$ cat src/cb_uv_pkg.sv
package cb_uv_pkg;
    localparam int NCELL = 14;
    localparam int THR_W = 14;
    localparam int RES_W = 14;
    localparam int ACC_W = 17;
    // One threshold step, in microvolts times ten.
    localparam int THR_STEP_UV_X10 = 3050;
    localparam logic [11:0] ADDR_CTRL = 12'h000;
    localparam logic [11:0] ADDR_SWEN = 12'h004;
    localparam logic [11:0] ADDR_THR = 12'h008;
    localparam logic [11:0] ADDR_STAT = 12'h00C;
    localparam logic [11:0] ADDR_CFG = 12'h010;
    localparam logic [11:0] ADDR_SCAN = 12'h014;
    localparam logic [11:0] ADDR_DLY = 12'h018;
    localparam logic [11:0] ADDR_LOW = 12'h01C;
    localparam logic [11:0] ADDR_ALRT = 12'h020;
    localparam logic [2:0] MODE_OFF = 3'h0;
    localparam logic [2:0] MODE_DISCH = 3'h1;
    localparam logic [1:0] MEAS_CHECK = 2'h3;
    localparam logic [2:0] COEF_UNUSED = 3'h7;
    localparam logic [2:0] COEF_EIGHTH = 3'h0;
    localparam logic [4:0] SEED_SETTLE = 5'h10;
    localparam logic [1:0] OVS_16X = 2'h1;
    localparam logic SCAN_PYRAMID = 1'b1;
    localparam logic [5:0] SCAN_RESET = 6'h00;
    typedef struct packed {
        logic [1:0] oversample_count;
        logic scan_order_select;
        logic [2:0] other;
    } scan_cfg_t;
    typedef struct packed {
        logic [2:0] balance_mode_select;
        logic [1:0] embedded_measure_select;
        logic filter_seed_select;
        logic apply_calibration;
        logic [2:0] filter_coefficient;
    } ctrl_t;
    typedef struct packed {
        logic start;
        logic calibrate;
        logic [1:0] oversample_count;
        logic scan_order_select;
        logic [NCELL-1:0] channels;
    } adc_req_t;
    typedef enum logic [1:0] {ST_IDLE, ST_WAIT, ST_HALT} seq_t;
    // Calibration spacing per interval code, in measurement cycles.
    function automatic logic [5:0] cal_period(input logic [2:0] code);
        case (code)
            3'h1: cal_period = 6'h02;
            3'h2: cal_period = 6'h04;
            3'h3: cal_period = 6'h08;
            3'h4: cal_period = 6'h0C;
            3'h5: cal_period = 6'h10;
            3'h6: cal_period = 6'h18;
            default: cal_period = 6'h20;
        endcase
    endfunction
endpackage

$ cat src/cell_balance_uv_supervisor.sv
// Functional notes
// [RULE1] A cell reaching the threshold has its switch turned off until relaunch.
// [RULE2] Only unipolar, measured, switch-enabled cells may use threshold stop; else exit.
// [RULE3] Exit status bit n flags cell n+1; cleared by mode off or relaunch.
// [RULE4] Threshold stop is active with measurement select 0b11, timers redundant.
// [RULE5] When all enabled cells stopped, all switches off, timer keeps running.
// [RULE6] Threshold is 14 bits, 305 microvolt per step.
// [RULE7] Threshold write loads data, or lowest-cell result when sourcing is on.
// [RULE8] Threshold read returns active value plus lowest-cell sourcing flag.
// [RULE9] Measurements use the mux chain; channels follow switch enables.
// [RULE10] Embedded measurements only when selected and in discharge or automated modes.
// [RULE11] Balancing measurements force 16x oversampling and pyramid order.
// [RULE12] Scan writes during balancing are dropped and raise the reject alert.
// [RULE13] Coefficient 0b111 is replaced by 0b000 during balancing.
// [RULE14] Seed select 0 keeps accumulators and amends them.
// [RULE15] Seed select 1 loads first result; checks start at measurement 17.
// [RULE16] One supervisory measurement follows each even/odd period pair.
// [RULE17] Select 0b0x skips, 0b1x measures, 0b11 checks except in discharge.
// [RULE18] Calibration applied: refreshed or prior coefficients; off: factory defaults.
// [RULE19] Calibration interval acts only when measurement select is 0b1x.
// [RULE20] Interval zero, the reset value, disables calibrations.
// [RULE21] Nonzero interval: first operation calibrates, then periodically.
// [RULE22] After each operation, with calibration applied, sample the range alert.
// [RULE23] Range alert sets fault alert and halts balancing; timer continues.
// [RULE24] Exit status bits read zero after reset.
module cell_balance_uv_supervisor
    import cb_uv_pkg::*;
(
    input wire logic pclk, // APB clock
    input wire logic presetn, // async reset, active low
    input wire logic clk_en, // freezes all state when low
    input wire logic psel, // APB select
    input wire logic penable, // APB enable
    input wire logic pwrite, // APB direction
    input wire logic [11:0] paddr, // APB byte address
    input wire logic [31:0] pwdata, // APB write data
    output logic [31:0] prdata, // APB read data
    output logic pready, // APB ready
    output logic pslverr, // APB error
    input wire logic pair_done, // pulse: even/odd period pair ended
    input wire logic adc_done, // pulse: operation complete
    input wire logic [NCELL*RES_W-1:0] adc_result, // per-cell results
    input wire logic calibration_range_alert, // calibration out of range
    input wire logic [NCELL*RES_W-1:0] cell_data, // stored cell registers
    input wire logic [3:0] lowest_cell_pointer, // lowest cell index
    input wire logic [NCELL-1:0] cell_measure_enable, // per-cell measure enable
    input wire logic [NCELL-1:0] cell_polarity, // per-cell bipolar flag
    output adc_req_t adc_req, // request to mux and ADC chain
    output logic use_refreshed_cal, // refreshed calibration coefficients
    output logic use_factory_cal, // factory coefficients
    output logic [NCELL-1:0] switch_on, // per-cell switch permission
    output logic balance_cal_fault_alert, // calibration fault alert
    output logic write_reject_alert, // scan write rejected
    output logic [NCELL*RES_W-1:0] filter_out // filtered values
);
    // Host-visible configuration.
    ctrl_t ctrl_ff;
    logic [NCELL-1:0] balance_switch_enable_ff;

    // [RULE6] 14-bit threshold
    logic [THR_W-1:0] uv_stop_threshold_ff;
    logic threshold_from_lowest_ff;
    logic [NCELL-1:0] uv_exit_status_ff;
    scan_cfg_t scan_ff;
    logic [2:0] calibration_interval_ff;

    // Alert flags; the fault stands until a relaunch, the reject alert until a host clear.
    logic fault_ff;
    logic reject_ff;

    // Operation sequencer and its counters.
    seq_t state_ff;
    logic [5:0] cal_cnt_ff;
    logic first_op_ff;
    logic op_is_cal_ff;
    logic [4:0] seed_cnt_ff;
    logic seed_pending_ff;

    // Accumulators keep three fraction bits so that rounding does not drift the level.
    logic [NCELL*ACC_W-1:0] acc_ff;
    logic [NCELL-1:0] done_ff;

    // Bus decode. The slave never stalls, so an access lands in its first access cycle.
    wire wr = psel && penable && pwrite && clk_en;

    wire rd_addr_ok = paddr == ADDR_CTRL || paddr == ADDR_SWEN || paddr == ADDR_THR
        || paddr == ADDR_STAT || paddr == ADDR_CFG || paddr == ADDR_SCAN
        || paddr == ADDR_DLY || paddr == ADDR_ALRT;

    wire wr_ctrl = wr && paddr == ADDR_CTRL;

    wire wr_thr = wr && paddr == ADDR_THR;

    wire wr_scan = wr && paddr == ADDR_SCAN;

    wire ctrl_t nxt_ctrl = ctrl_t'(pwdata[9:0]);

    // Mode decode. Manual modes leave this supervisor idle.
    wire mode_disch = ctrl_ff.balance_mode_select == MODE_DISCH;

    wire mode_auto = ctrl_ff.balance_mode_select[2];

    // [RULE10] measure gating by mode
    wire meas_mode = mode_disch || mode_auto;

    wire balancing = ctrl_ff.balance_mode_select != MODE_OFF;

    // [RULE17] select decoding
    // A calibration fault blocks every later operation until a relaunch.
    wire measure_on = meas_mode && ctrl_ff.embedded_measure_select[1] && !fault_ff;

    // [RULE4] threshold check only in automated modes
    // Discharge mode still measures for the host but never compares.
    wire check_on = mode_auto && ctrl_ff.embedded_measure_select == MEAS_CHECK;

    // [RULE19] interval used only when measuring
    wire [2:0] eff_interval = ctrl_ff.embedded_measure_select[1]
        ? calibration_interval_ff : 3'h0;

    // [RULE13] unused filter becomes 1/8
    wire [2:0] eff_coef = (meas_mode && ctrl_ff.filter_coefficient == COEF_UNUSED)
        ? COEF_EIGHTH : ctrl_ff.filter_coefficient;

    // A seeded filter is trusted only after sixteen results have settled it.
    wire settled = !ctrl_ff.filter_seed_select || seed_cnt_ff >= SEED_SETTLE;

    // The pointer must stay below the cell count; larger values select no cell.
    wire [RES_W-1:0] low_res = cell_data[lowest_cell_pointer*RES_W +: RES_W];

    // [RULE21] first operation and every period-th one calibrate
    wire nxt_is_cal = eff_interval != 3'h0
        && (first_op_ff || cal_cnt_ff == cal_period(eff_interval) - 6'h01);

    // [RULE22] range alert sampled at completion
    // Without applied calibration the alert is ignored, as results use factory values.
    wire cal_fault = adc_done && state_ff == ST_WAIT && ctrl_ff.apply_calibration
        && calibration_range_alert;

    // A faulted result never reaches the filters.
    wire meas_done = adc_done && state_ff == ST_WAIT && !op_is_cal_ff && !cal_fault;

    // [RULE2] unsupported cells
    wire [NCELL-1:0] unsupported = ~cell_measure_enable | cell_polarity;
    wire [NCELL-1:0] uv_hit;
    logic [NCELL-1:0] nxt_status;

    // Per-cell filter, threshold compare and accumulator.
    genvar i;

    generate
        for (i = 0; i < NCELL; i++) begin : g_cell
            wire [RES_W-1:0] res = adc_result[i*RES_W +: RES_W];
            wire [ACC_W-1:0] acc = acc_ff[i*ACC_W +: ACC_W];
            wire [ACC_W-1:0] res_x8 = {res, 3'h0};
            // Coefficient k+1 eighths of the new sample; 7 passes the sample straight in.
            wire [ACC_W+3:0] mix = ACC_W'(acc) * (4'h7 - {1'b0, eff_coef})
                + ACC_W'(res_x8) * ({1'b0, eff_coef} + 4'h1);
            wire [ACC_W-1:0] nxt_acc = mix[ACC_W+2:3];
            wire [RES_W-1:0] val = nxt_acc[ACC_W-1:3];
            // [RULE1] crossing ends this cell
            assign uv_hit[i] = meas_done && check_on && settled && balance_switch_enable_ff[i]
                && !unsupported[i] && val <= uv_stop_threshold_ff;

            // Cells without a switch enable keep their accumulator untouched.
            always_ff @(posedge pclk or negedge presetn) begin
                if (!presetn) begin
                    acc_ff[i*ACC_W +: ACC_W] <= '0;
                end else if (clk_en && meas_done && balance_switch_enable_ff[i]) begin
                    // [RULE14] amend, or [RULE15] seed from first result
                    acc_ff[i*ACC_W +: ACC_W] <= seed_pending_ff ? res_x8 : nxt_acc;
                end
            end

            // The host sees the accumulator without its fraction bits.
            assign filter_out[i*RES_W +: RES_W] = acc[ACC_W-1:3];
        end
    endgenerate

    // Status is sticky: only a relaunch or a mode-off write clears it.
    always_comb begin
        nxt_status = uv_exit_status_ff | uv_hit;
        // [RULE2] unsupported cells exit when checking
        if (check_on)
            nxt_status = nxt_status | (unsupported & balance_switch_enable_ff);
        // [RULE3] cleared by mode write
        if (wr_ctrl)
            nxt_status = '0;
    end

    always_ff @(posedge pclk or negedge presetn) begin
        if (!presetn) begin
            ctrl_ff <= '0;
            balance_switch_enable_ff <= '0;
            calibration_interval_ff <= 3'h0;
            // [RULE24] cleared at reset
            uv_exit_status_ff <= '0;
        end else if (clk_en) begin
            // Any control write counts as a relaunch of the balancing operation.
            if (wr_ctrl)
                ctrl_ff <= nxt_ctrl;

            if (wr && paddr == ADDR_SWEN)
                balance_switch_enable_ff <= pwdata[NCELL-1:0];
            // [RULE20] reset value disables calibration
            if (wr && paddr == ADDR_DLY)
                calibration_interval_ff <= pwdata[2:0];
            // [RULE3] sticky exit
            uv_exit_status_ff <= nxt_status;
        end
    end

    always_ff @(posedge pclk or negedge presetn) begin
        if (!presetn) begin
            uv_stop_threshold_ff <= '0;
            threshold_from_lowest_ff <= 1'b0;
        end else if (clk_en && wr_thr) begin
            // The lowest cell is taken from the stored results at the write edge itself.
            // [RULE7] source selection on write
            threshold_from_lowest_ff <= pwdata[15];
            uv_stop_threshold_ff <= pwdata[15] ? low_res : pwdata[THR_W-1:0];
        end
    end

    always_ff @(posedge pclk or negedge presetn) begin
        if (!presetn) begin
            scan_ff <= scan_cfg_t'(SCAN_RESET);
            reject_ff <= 1'b0;
        end else if (clk_en) begin
            // [RULE12] reject scan writes while balancing
            if (wr_scan && !balancing)
                scan_ff <= scan_cfg_t'(pwdata[5:0]);

            // Setting the reject alert wins over a clear in the same cycle.
            if (wr_scan && balancing)
                reject_ff <= 1'b1;
            else if (wr && paddr == ADDR_ALRT && pwdata[0])
                reject_ff <= 1'b0;
        end
    end

    // Sequencer: one operation per even/odd period pair, then wait for its completion.
    always_ff @(posedge pclk or negedge presetn) begin
        if (!presetn) begin
            state_ff <= ST_IDLE;
            fault_ff <= 1'b0;
            cal_cnt_ff <= 6'h00;
            first_op_ff <= 1'b1;
            op_is_cal_ff <= 1'b0;
            seed_cnt_ff <= 5'h00;
            seed_pending_ff <= 1'b0;
        end else if (clk_en) begin
            // A relaunch restarts the calibration count and the filter seeding.
            if (wr_ctrl) begin
                state_ff <= ST_IDLE;
                fault_ff <= 1'b0;
                cal_cnt_ff <= 6'h00;
                first_op_ff <= 1'b1;
                seed_cnt_ff <= 5'h00;
                seed_pending_ff <= nxt_ctrl.filter_seed_select;
            end else begin
                case (state_ff)
                    ST_IDLE: begin
                        // [RULE16] one operation per period pair
                        if (pair_done && measure_on) begin
                            state_ff <= ST_WAIT;
                            op_is_cal_ff <= nxt_is_cal;
                            first_op_ff <= 1'b0;
                            cal_cnt_ff <= nxt_is_cal ? 6'h00 : cal_cnt_ff + 6'h01;
                        end
                    end

                    ST_WAIT: begin
                        if (cal_fault) begin
                            // [RULE23] halt on calibration fault
                            fault_ff <= 1'b1;
                            state_ff <= ST_HALT;
                        end else if (adc_done) begin
                            state_ff <= ST_IDLE;
                            if (!op_is_cal_ff) begin
                                seed_pending_ff <= 1'b0;
                                if (seed_cnt_ff != SEED_SETTLE)
                                    seed_cnt_ff <= seed_cnt_ff + 5'h01;
                            end
                        end
                    end

                    // Only a control write leaves the halt; the elapsed timer runs on outside.
                    ST_HALT: state_ff <= ST_HALT;
                    default: state_ff <= ST_IDLE;
                endcase
            end
        end
    end

    // [RULE5] all enabled cells done turns all off
    // The exit status doubles as the per-cell done mark.
    assign done_ff = uv_exit_status_ff;

    wire all_done = check_on && balance_switch_enable_ff != '0
        && (balance_switch_enable_ff & ~done_ff) == '0;

    // [RULE1] per-cell idle after exit
    // This is a permission only; the even/odd switch timing lives outside the block.
    assign switch_on = (fault_ff || all_done || !balancing) ? '0
        : balance_switch_enable_ff & ~done_ff;

    // [RULE9] channels follow switch enables; [RULE11] forced scan settings
    // A frozen clock enable must not launch an operation the sequencer cannot follow.
    assign adc_req.start = clk_en && state_ff == ST_IDLE && pair_done && measure_on && !wr_ctrl;

    assign adc_req.calibrate = nxt_is_cal;

    // The host scan configuration is not consulted for these two fields.
    assign adc_req.oversample_count = OVS_16X;
    assign adc_req.scan_order_select = SCAN_PYRAMID;

    assign adc_req.channels = balance_switch_enable_ff;

    // [RULE18] coefficient choice
    // Calibrations still run without applied calibration; only their use is dropped.
    assign use_factory_cal = !ctrl_ff.apply_calibration;

    assign use_refreshed_cal = ctrl_ff.apply_calibration && eff_interval != 3'h0;

    assign balance_cal_fault_alert = fault_ff;

    assign write_reject_alert = reject_ff;

    // No wait states: every access completes in its first access cycle.
    assign pready = 1'b1;

    // Unmapped addresses raise an error, drop writes and read as zero.
    assign pslverr = psel && penable && !rd_addr_ok;

    always_comb begin
        prdata = 32'h0000_0000;
        case (paddr)
            ADDR_CTRL: prdata = {22'h0, ctrl_ff};
            ADDR_SWEN: prdata = {18'h0, balance_switch_enable_ff};
            // [RULE8] active threshold with its source flag
            ADDR_THR: prdata = {16'h0, threshold_from_lowest_ff, 1'b0, uv_stop_threshold_ff};
            ADDR_STAT: prdata = {18'h0, uv_exit_status_ff};
            ADDR_SCAN: prdata = {26'h0, scan_ff};
            ADDR_DLY: prdata = {29'h0, calibration_interval_ff};
            ADDR_ALRT: prdata = {30'h0, fault_ff, reject_ff};
            default: prdata = 32'h0000_0000;
        endcase
    end
endmodule

$ cat config.mk
export PLATFORM = sky130hd
export DESIGN_NAME = cell_balance_uv_supervisor
export DESIGN_NICKNAME = d
export VERILOG_FILES = /design/src/cb_uv_pkg.sv /design/src/cell_balance_uv_supervisor.sv
export SDC_FILE = /design/constraint.sdc
export NUM_CORES = 2
export LEC_CHECK = 0
export BUFFER_PORTS_ARGS = -buffer_cell sky130_fd_sc_hd__buf_2
export CAP_MARGIN = 20
export CORE_MARGIN = 5
export CORE_UTILIZATION = 57
export CTS_CLUSTER_SIZE = 28
export DETAILED_ROUTE_END_ITERATION = 10
export PLACE_DENSITY = 0.8
export SKIP_CTS_REPAIR_TIMING = 1
export SYNTH_ARGS = -nofsm -noshare
export SYNTH_HDL_FRONTEND = slang
export SYNTH_SLANG_ARGS = --single-unit
$ cat constraint.sdc
create_clock -name pclk -period 8.3 [get_ports pclk]
set_input_delay 0.415 -clock pclk [delete_from_list [all_inputs] [get_ports pclk]]
set_output_delay 0.415 -clock pclk [all_outputs]
set_load 0.03 [all_outputs]
[Word level (Yosys, flattened, before mapping)]
Cells that the tools add are included.
Cells by class
  eq/ne operators: 24
  multiplexer cells: 50
  magnitude comparators: 15
  bitwise logic cells: 8
  add/subtract/negate cells: 19
  reductions and logical operators: 149
  shift operators: 1
  $mul: 29
Operator list (count)
  adder 20 bit: 14
  multiplier 17 x 21 -> 20 bit: 13
  multiplier 14 x 4 -> 17 bit: 14
  2-to-1 mux 17 bit: 14
  less-or-equal comparator 14 bit: 14
  variable part select 196 x 9 -> 14 bit: 1
  one-hot mux 16 bit (7 select lines): 1
  logical AND 1 bit: 91
  2-to-1 mux 14 bit: 4
  bitwise OR 14 bit: 3
  == test 12 x 5 -> 1 bit (second input constant): 3
  one-hot mux 6 bit (6 select lines): 1
  2-to-1 mux 5 bit: 6
  AND 14 bit: 2
  inverter 14 bit: 2
  == test 12 x 4 -> 1 bit (second input constant): 2
  2-to-1 mux 6 bit: 4
  logical NOT 1 bit: 22
  multiplier 18 x 4 -> 20 bit: 1
  logical NOT 14 bit: 1
  nonzero test 14 bit: 1
  nonzero test 2 bit: 7
  2-to-1 mux 1 bit: 13
  == test 12 x 3 -> 1 bit (second input constant): 1
  32 further kinds: 60
Word-level totals
  bits of input ports: 477
  logic and storage cells: 330
  output and inout port bits: 267
  flip-flop bits (word level): 318

[Logic depth before layout (Yosys ltp)]
  depth in word-level cells: 15
  depth in mapped cells: 45
  mapped depth without buffers: 41

[Worst setup path after synthesis]
Ideal clock, no wire load.
  path kind: register to register
  start: register ctrl_ff[8] (netlist name)
  end: register uv_exit_status_ff[6], in the netlist done_ff[6]
  arrival: 9.149 ns
  library setup time: 0.094 ns
  buffers on the path: 4
  data required time: 8.206 ns
  clock period less this slack: 9.243 ns
  cell stages (with the launch flop): 44
  setup slack: -0.943 ns
  path through: dfrtp_1 > inv_1 > a21o_1 > nand2_1 > o21ai_1 > inv_1 > clkbuf_1 > buf_1 > ha_1 > xnor2_1 > clkbuf_1 > buf_1 > nand2_1 > fa_1 > inv_1 > fa_1 > ha_1 > a21o_1 > [8 not listed] > fa_1 > inv_1 > ha_1 > inv_1 > o21ai_0 > a41oi_1 > o21ai_1 > or2_2 > a221o_1 > xnor2_1 > inv_1 > ha_1 > nand4_1 > nor4_1 > a21oi_1 > nor3_1 > a211oi_1 > a211oi_1
Between the ends
  cells in the longest elaborated chain, start to end: 13
  elaborated cells on any way between the ends: 15
  classes of those cells: add/sub: 3; mul: 2; order compare: 1; eq/ne: 1; mux: 3; bitwise: 2; reduce/logical: 3
RTL lines
  start, declared: RTL line cell_balance_uv_supervisor.sv:57  | ctrl_t ctrl_ff;
  start signal, assigned: RTL line cell_balance_uv_supervisor.sv:200  | ctrl_ff <= nxt_ctrl;
  == test 3 x 1 -> 1 bit (*): RTL line cell_balance_uv_supervisor.sv:99  | wire mode_disch = ctrl_ff.balance_mode_select == MODE_DISCH;
  logical OR 1 bit (*): RTL line cell_balance_uv_supervisor.sv:104  | wire meas_mode = mode_disch || mode_auto;
  logical AND 1 bit (*): RTL line cell_balance_uv_supervisor.sv:121  | wire [2:0] eff_coef = (meas_mode && ctrl_ff.filter_coefficient == COEF_UNUSED)
  2-to-1 mux 3 bit (*): RTL line cell_balance_uv_supervisor.sv:122  | ? COEF_EIGHTH : ctrl_ff.filter_coefficient;
  subtractor 3 x 3 -> 4 bit / adder 3 x 1 -> 4 bit (equally long branches): RTL line cell_balance_uv_supervisor.sv:156, cell_balance_uv_supervisor.sv:157
  multiplier 17 x 21 -> 20 bit / multiplier 14 x 4 -> 17 bit (equally long branches): RTL line cell_balance_uv_supervisor.sv:156, cell_balance_uv_supervisor.sv:157
  adder 20 bit (*): RTL line cell_balance_uv_supervisor.sv:157  | + ACC_W'(res_x8) * ({1'b0, eff_coef} + 4'h1);
  less-or-equal comparator 14 bit (*): RTL line cell_balance_uv_supervisor.sv:162  | && !unsupported[i] && val <= uv_stop_threshold_ff;
  logical AND 1 bit (*): RTL line cell_balance_uv_supervisor.sv:162
  bitwise OR 14 bit (*): RTL line cell_balance_uv_supervisor.sv:181  | nxt_status = uv_exit_status_ff | uv_hit;
  bitwise OR 14 bit: RTL line cell_balance_uv_supervisor.sv:184  | nxt_status = nxt_status | (unsupported & balance_switch_enable_ff);
  2-to-1 mux 14 bit (*): RTL line cell_balance_uv_supervisor.sv:183  | if (check_on)
  2-to-1 mux 14 bit (*): RTL line cell_balance_uv_supervisor.sv:186  | if (wr_ctrl)
  end signal, assigned: RTL line cell_balance_uv_supervisor.sv:208  | uv_exit_status_ff <= nxt_status;
  end, declared: RTL line cell_balance_uv_supervisor.sv:63  | logic [NCELL-1:0] uv_exit_status_ff;
Every way passes the cells marked *; elsewhere a longest branch is shown, timed or not.
A chain may end at the register's enable or synchronous reset.

[Worst setup path in the final report]
  start: register ctrl_ff[8] (netlist name)
  end: register uv_exit_status_ff[12], in the netlist done_ff[12]
Same word-level chain as after synthesis.

==> summary.md <==
| Metric | Value |
|---|---|
| Power density over the cells | `56.1 mW/mm^2` |
| Number of pins with negative max-slew slack in the final report | `0` |
| Number of vias after detailed routing | `roughly 74000` |
| Final-layout worst hold slack | `-0.00513 ns` |
| Hold Path Class | `in2reg` |
| # placed instances | `roughly 12000` |
| Pin count of the biggest net entering global routing | `between 100 and 150` |
| Routability-driven placement congestion ratio | `between 0.9 and 1` |
| Full die area | `between 0.15 and 0.2 sq mm` |
| Simple-Gate Fraction of Synth Area | `0.172` |
| Type of the setup path with the least slack | `reg2reg` |
| Share of total power in combinational logic | `0.260` |
| Critical register-to-register path endpoint | `done_ff[12]$_DFFE_PN0P_` |
| Maximum Capacitance Violations | `0` |
| Dominant cell type by count on the critical path | `sky130_fd_sc_hd__inv_1` |
| Maximum single-stage delay on the critical path | `0.53 ns` |
| Setup slack on the worst flop-to-flop path | `-0.16 ns` |
| Maximum vdd drop | `approximately 0.14 mV` |
| Arr. time, crit path | `around 9.0 ns` |
| Final-report setup violation count | `10` |
| Share of flip-flops with an asynchronous set or reset | `1.00` |
| Top cell types by occurrence after synthesis | `sky130_fd_sc_hd__inv_1, sky130_fd_sc_hd__ha_1, sky130_fd_sc_hd__nand2_1` |
| Fraction of synthesized cell area taken by the top area cell type | `0.243` |
| Part of the cycle the worst path needs | `1.02` |
| Post-route minimum period | `between 8 and 9 ns` |
| Switching power as a share of total power | `0.338` |
| Synthesized-area fraction occupied by ao, oa, aoi and oai cells | `0.108` |
| Least setup slack across all paths after layout | `-0.155 ns` |
| ANT nets after route | `0` |
| DRC errors left | `0` |
| Cells on worst reg2reg path | `41` |
| Number of enable flip-flop cells after synthesis | `0` |
| Number of nets in the final layout | `13500` |
| Worst setup EP type | `flip-flop` |
| Worst Clk Skew | `around 0.033 ns` |
| Number of flip-flops and latches in the synthesized netlist | `approximately 320` |
| Number of filler instances in the final layout | `about 11000` |
| Post-synthesis share of cell area spent on xor and xnor gates | `0.0471` |
| Hold violation total from the final report | `2` |
| Number of global-route vias before repair | `around 75000` |
| Rows | `between 100 and 150` |
| Post-synth design cell area | `between 0.08 and 0.09 sq mm` |
| Achievable clock frequency | `118 MHz` |
| Vias per cell | `5.83` |
| Total Routing Usage GR | `0.352` |
| Post-synth top area cell | `sky130_fd_sc_hd__ha_1` |
| Required time worst endpoint | `between 8 and 9 ns` |
| Post-synth top flop | `sky130_fd_sc_hd__dfrtp_1` |
| Destination of the critical timing path | `done_ff[12]$_DFFE_PN0P_` |
| Relative contribution of sequential cells to total power | `0.294` |
| Unrepaired setup endpoints after global routing | `true` |
| Critical register-to-register path startpoint | `ctrl_ff[8]$_DFFE_PN0P_` |
| Number of warnings printed during yosys synthesis | `0` |
| Clock sinks | `318` |
| Cells after synthesis | `9779` |
| Final cell count without fillers | `between 10000 and 15000` |
| Total half-perimeter wirelength after legalization and detailed placement | `217 mm` |
| Routed wire per std cell | `around 22 um` |
| Slew at the pin closest to its max-slew limit | `1.14 ns` |
| Post-synthesis adder-cell area fraction | `0.427` |
| Setup TNS after final layout | `-1.06 ns` |
| Total Power | `5.29 mW` |
| Startpoint of the worst setup timing path | `ctrl_ff[8]$_DFFE_PN0P_` |
| Count of H-tree levels built during CTS | `2` |
| Number of DRC violations after detailed-routing iteration 0 | `6058` |
| Detailed-routing iteration count for the pre-antenna-repair pass | `8` |
| Clock edge transition at the registers on the reported setup and hold paths | `~0.060 ns` |
| Start point of the worst hold path | `pwdata[9]` |
| Cell area reported after detailed placement | `around 0.09 sq mm` |
| Slowest-stage cell, CP | `sky130_fd_sc_hd__fa_1` |
| Multiplexer fraction of the synthesized cell area | `0.0374` |
| Cell types with the largest area share after synthesis | `sky130_fd_sc_hd__ha_1, sky130_fd_sc_hd__fa_1, sky130_fd_sc_hd__dfrtp_1` |
| Horizontal die dimension | `~390 um` |
| Die boundary height | `around 400 um` |
| GRT overflow | `0` |
| Power spent charging and discharging nets | `1.79 mW` |
| Number of antenna violations at the first check in global routing | `80` |
| Total CTS buffers | `49` |
| Leakage power figure | `just over 50 nW` |
| Ports | `744` |
| Buffer depth of the longest clock path | `3` |
| Result of the run | `complete, but fails checks` |
| Root Buffer Master | `sky130_fd_sc_hd__clkbuf_16` |
| Area of the core | `~0.14 sq mm` |
| Mean Syn Cell Area | `between 8 and 9 sq um` |
| Worst setup SP type | `flip-flop` |
| CP Max Fanout | `10` |
| Clock insertion delay at the later pin of the skew report | `about 0.69 ns` |
| Total routed wirelength | `approximately 280 mm` |
| Most used standard cell by instance count after synthesis | `sky130_fd_sc_hd__inv_1` |
| Starting density of the core | `0.573` |
| Post-synth cell types | `85` |
| Share of post-route cells with drive strength above 1 | `0.165` |
| Internal power contribution | `between 3 and 4 mW` |
| First-pass GRT wire length | `between 400 and 500 mm` |
| Sequential cell area fraction in the yosys report | `0.0968` |
| Violations in the final reports | `negative hold slack, negative setup slack` |
| Dominant combinational cell family by area after synthesis | `adder cells` |
| Clock power share | `0.447` |
| Post-Layout Inst Area | `0.0943 sq mm` |
| Area growth from synthesis to final layout | `14.7%` |
| Slew HR | `0.239` |
| Clock tree from TritonCTS | `done` |
| Number of port buffers | `705` |
-- flip-flops by register name, indices dropped and copies added, names as in the netlist, 2 cells and up --
signal                    flops
state_ff                      2
balance_switch_enable_ff     14
seed_cnt_ff                   5
done_ff                      14
calibration_interval_ff       3
scan_ff                       6
cal_cnt_ff                    6
uv_stop_threshold_ff         14
ctrl_ff                      10
g_cell.acc                  238
-- worst min path at each step --
stage | cells after the start | slack [ns] | end
3_3_place_gp | 2 | 0.45 | first_op_ff$_DFFE_PN1P_
6_report | 3 | -0.005 | ctrl_ff[9]$_DFFE_PN0P_
4_1_cts | 1 | -0.24 | g_cell[1].acc[8]$_DFFE_PN0P_
2_1_floorplan | 0 | 0.12 | balance_cal_fault_alert$_DFFE_PN0P_
3_5_place_dp | 2 | 0.46 | first_op_ff$_DFFE_PN1P_
5_1_grt | 3 | 0.01 | ctrl_ff[9]$_DFFE_PN0P_
-- area by class of cell --
type | count | area, sq um | area share
Clock inverter | 23 | 324 | 0.00344
Tap cell | 1903 | 2380 | 0.0253
Clock buffer | 68 | 1400 | 0.0148
Antenna cell | 60 | 150 | 0.00159
Inverter | 1685 | 6350 | 0.0673
Multi-Input combinational cell | 7268 | 67000 | 0.710
Timing Repair Buffer | 1300 | 8760 | 0.0929
Sequential cell | 318 | 7960 | 0.0845
-- power groups by stage --
stage / Clock [mW] / Combinational [mW] / Sequential (mW)
2_1_floorplan: 0 / 0.735 / 1.58
3_3_place_gp: 0 / 1.24 / 1.58
3_5_place_dp: 0 / 1.29 / 1.58
4_1_cts: 2.38 / 1.30 / 1.55
5_1_grt: 2.43 / 1.51 / 1.55
6_report: 2.36 / 1.37 / 1.55
-- layer usage --
layer  global-route usage  wire length (um)
met5                    0                98
met4                0.250             24700
met3               0.0742             27800
met2                0.566            125000
met1                0.420            102000
-- stage by stage --
step	hold slack (ns)	utilization	worst slack, ns
after floorplan	0.119	-	-0.00401
after global placement	0.454	0.624	-0.0383
after detailed placement	0.456	0.624	-0.273
after CTS	-0.237	0.636	-0.326
after global routing	0.0101	0.657	-0.571
final	-0.00513	0.657	-0.155
-- worst max-delay path, delay by kind of cell (launching register included) --
kind	cells	cell delay (ns)
XOR/XNOR	3	0.54
AO/OA/AOI/OAI	11	1.83
flip-flops	1	0.40
adder cells (fa/ha/maj)	9	3.23
buffers and inverters	13	1.33
AND/OR/NAND/NOR	5	0.98
-- cells in the final DEF (no fill, tap or decap), types with 45 or more instances in the layout --
cell type and n:
sky130_fd_sc_hd__inv_1 1657, sky130_fd_sc_hd__diode_2 60, sky130_fd_sc_hd__a211oi_1 46, sky130_fd_sc_hd__o21a_1 103
sky130_fd_sc_hd__and3_1 52, sky130_fd_sc_hd__ha_1 1553, sky130_fd_sc_hd__nand3_1 68, sky130_fd_sc_hd__nor2b_1 470
sky130_fd_sc_hd__nand4_1 73, sky130_fd_sc_hd__o21ai_0 378, sky130_fd_sc_hd__a21oi_2 45, sky130_fd_sc_hd__clkbuf_16 58
sky130_fd_sc_hd__xnor2_1 290, sky130_fd_sc_hd__a21oi_1 349, sky130_fd_sc_hd__and2_1 574, sky130_fd_sc_hd__fa_1 749
sky130_fd_sc_hd__nor2_1 264, sky130_fd_sc_hd__dfrtp_1 315, sky130_fd_sc_hd__nand2b_1 68, sky130_fd_sc_hd__xor2_1 128
sky130_fd_sc_hd__nand2_1 930, sky130_fd_sc_hd__nor3_1 86, sky130_fd_sc_hd__buf_4 532, sky130_fd_sc_hd__mux2i_1 191
sky130_fd_sc_hd__a21o_1 162, sky130_fd_sc_hd__buf_2 703, sky130_fd_sc_hd__a31oi_1 46
-- cell families (layout without fill, tap and decap cells) --
family	count (synthesis)	in the layout
simple gates	2758	2758
fa+ha+maj	2352	2352
flops	318	318
other cells	2	81
compound gates	1443	1443
mux	252	252
buf+inv	2212	3076
xor+xnor	442	442
No activity file was read; power rests on OpenSTA's default activity.
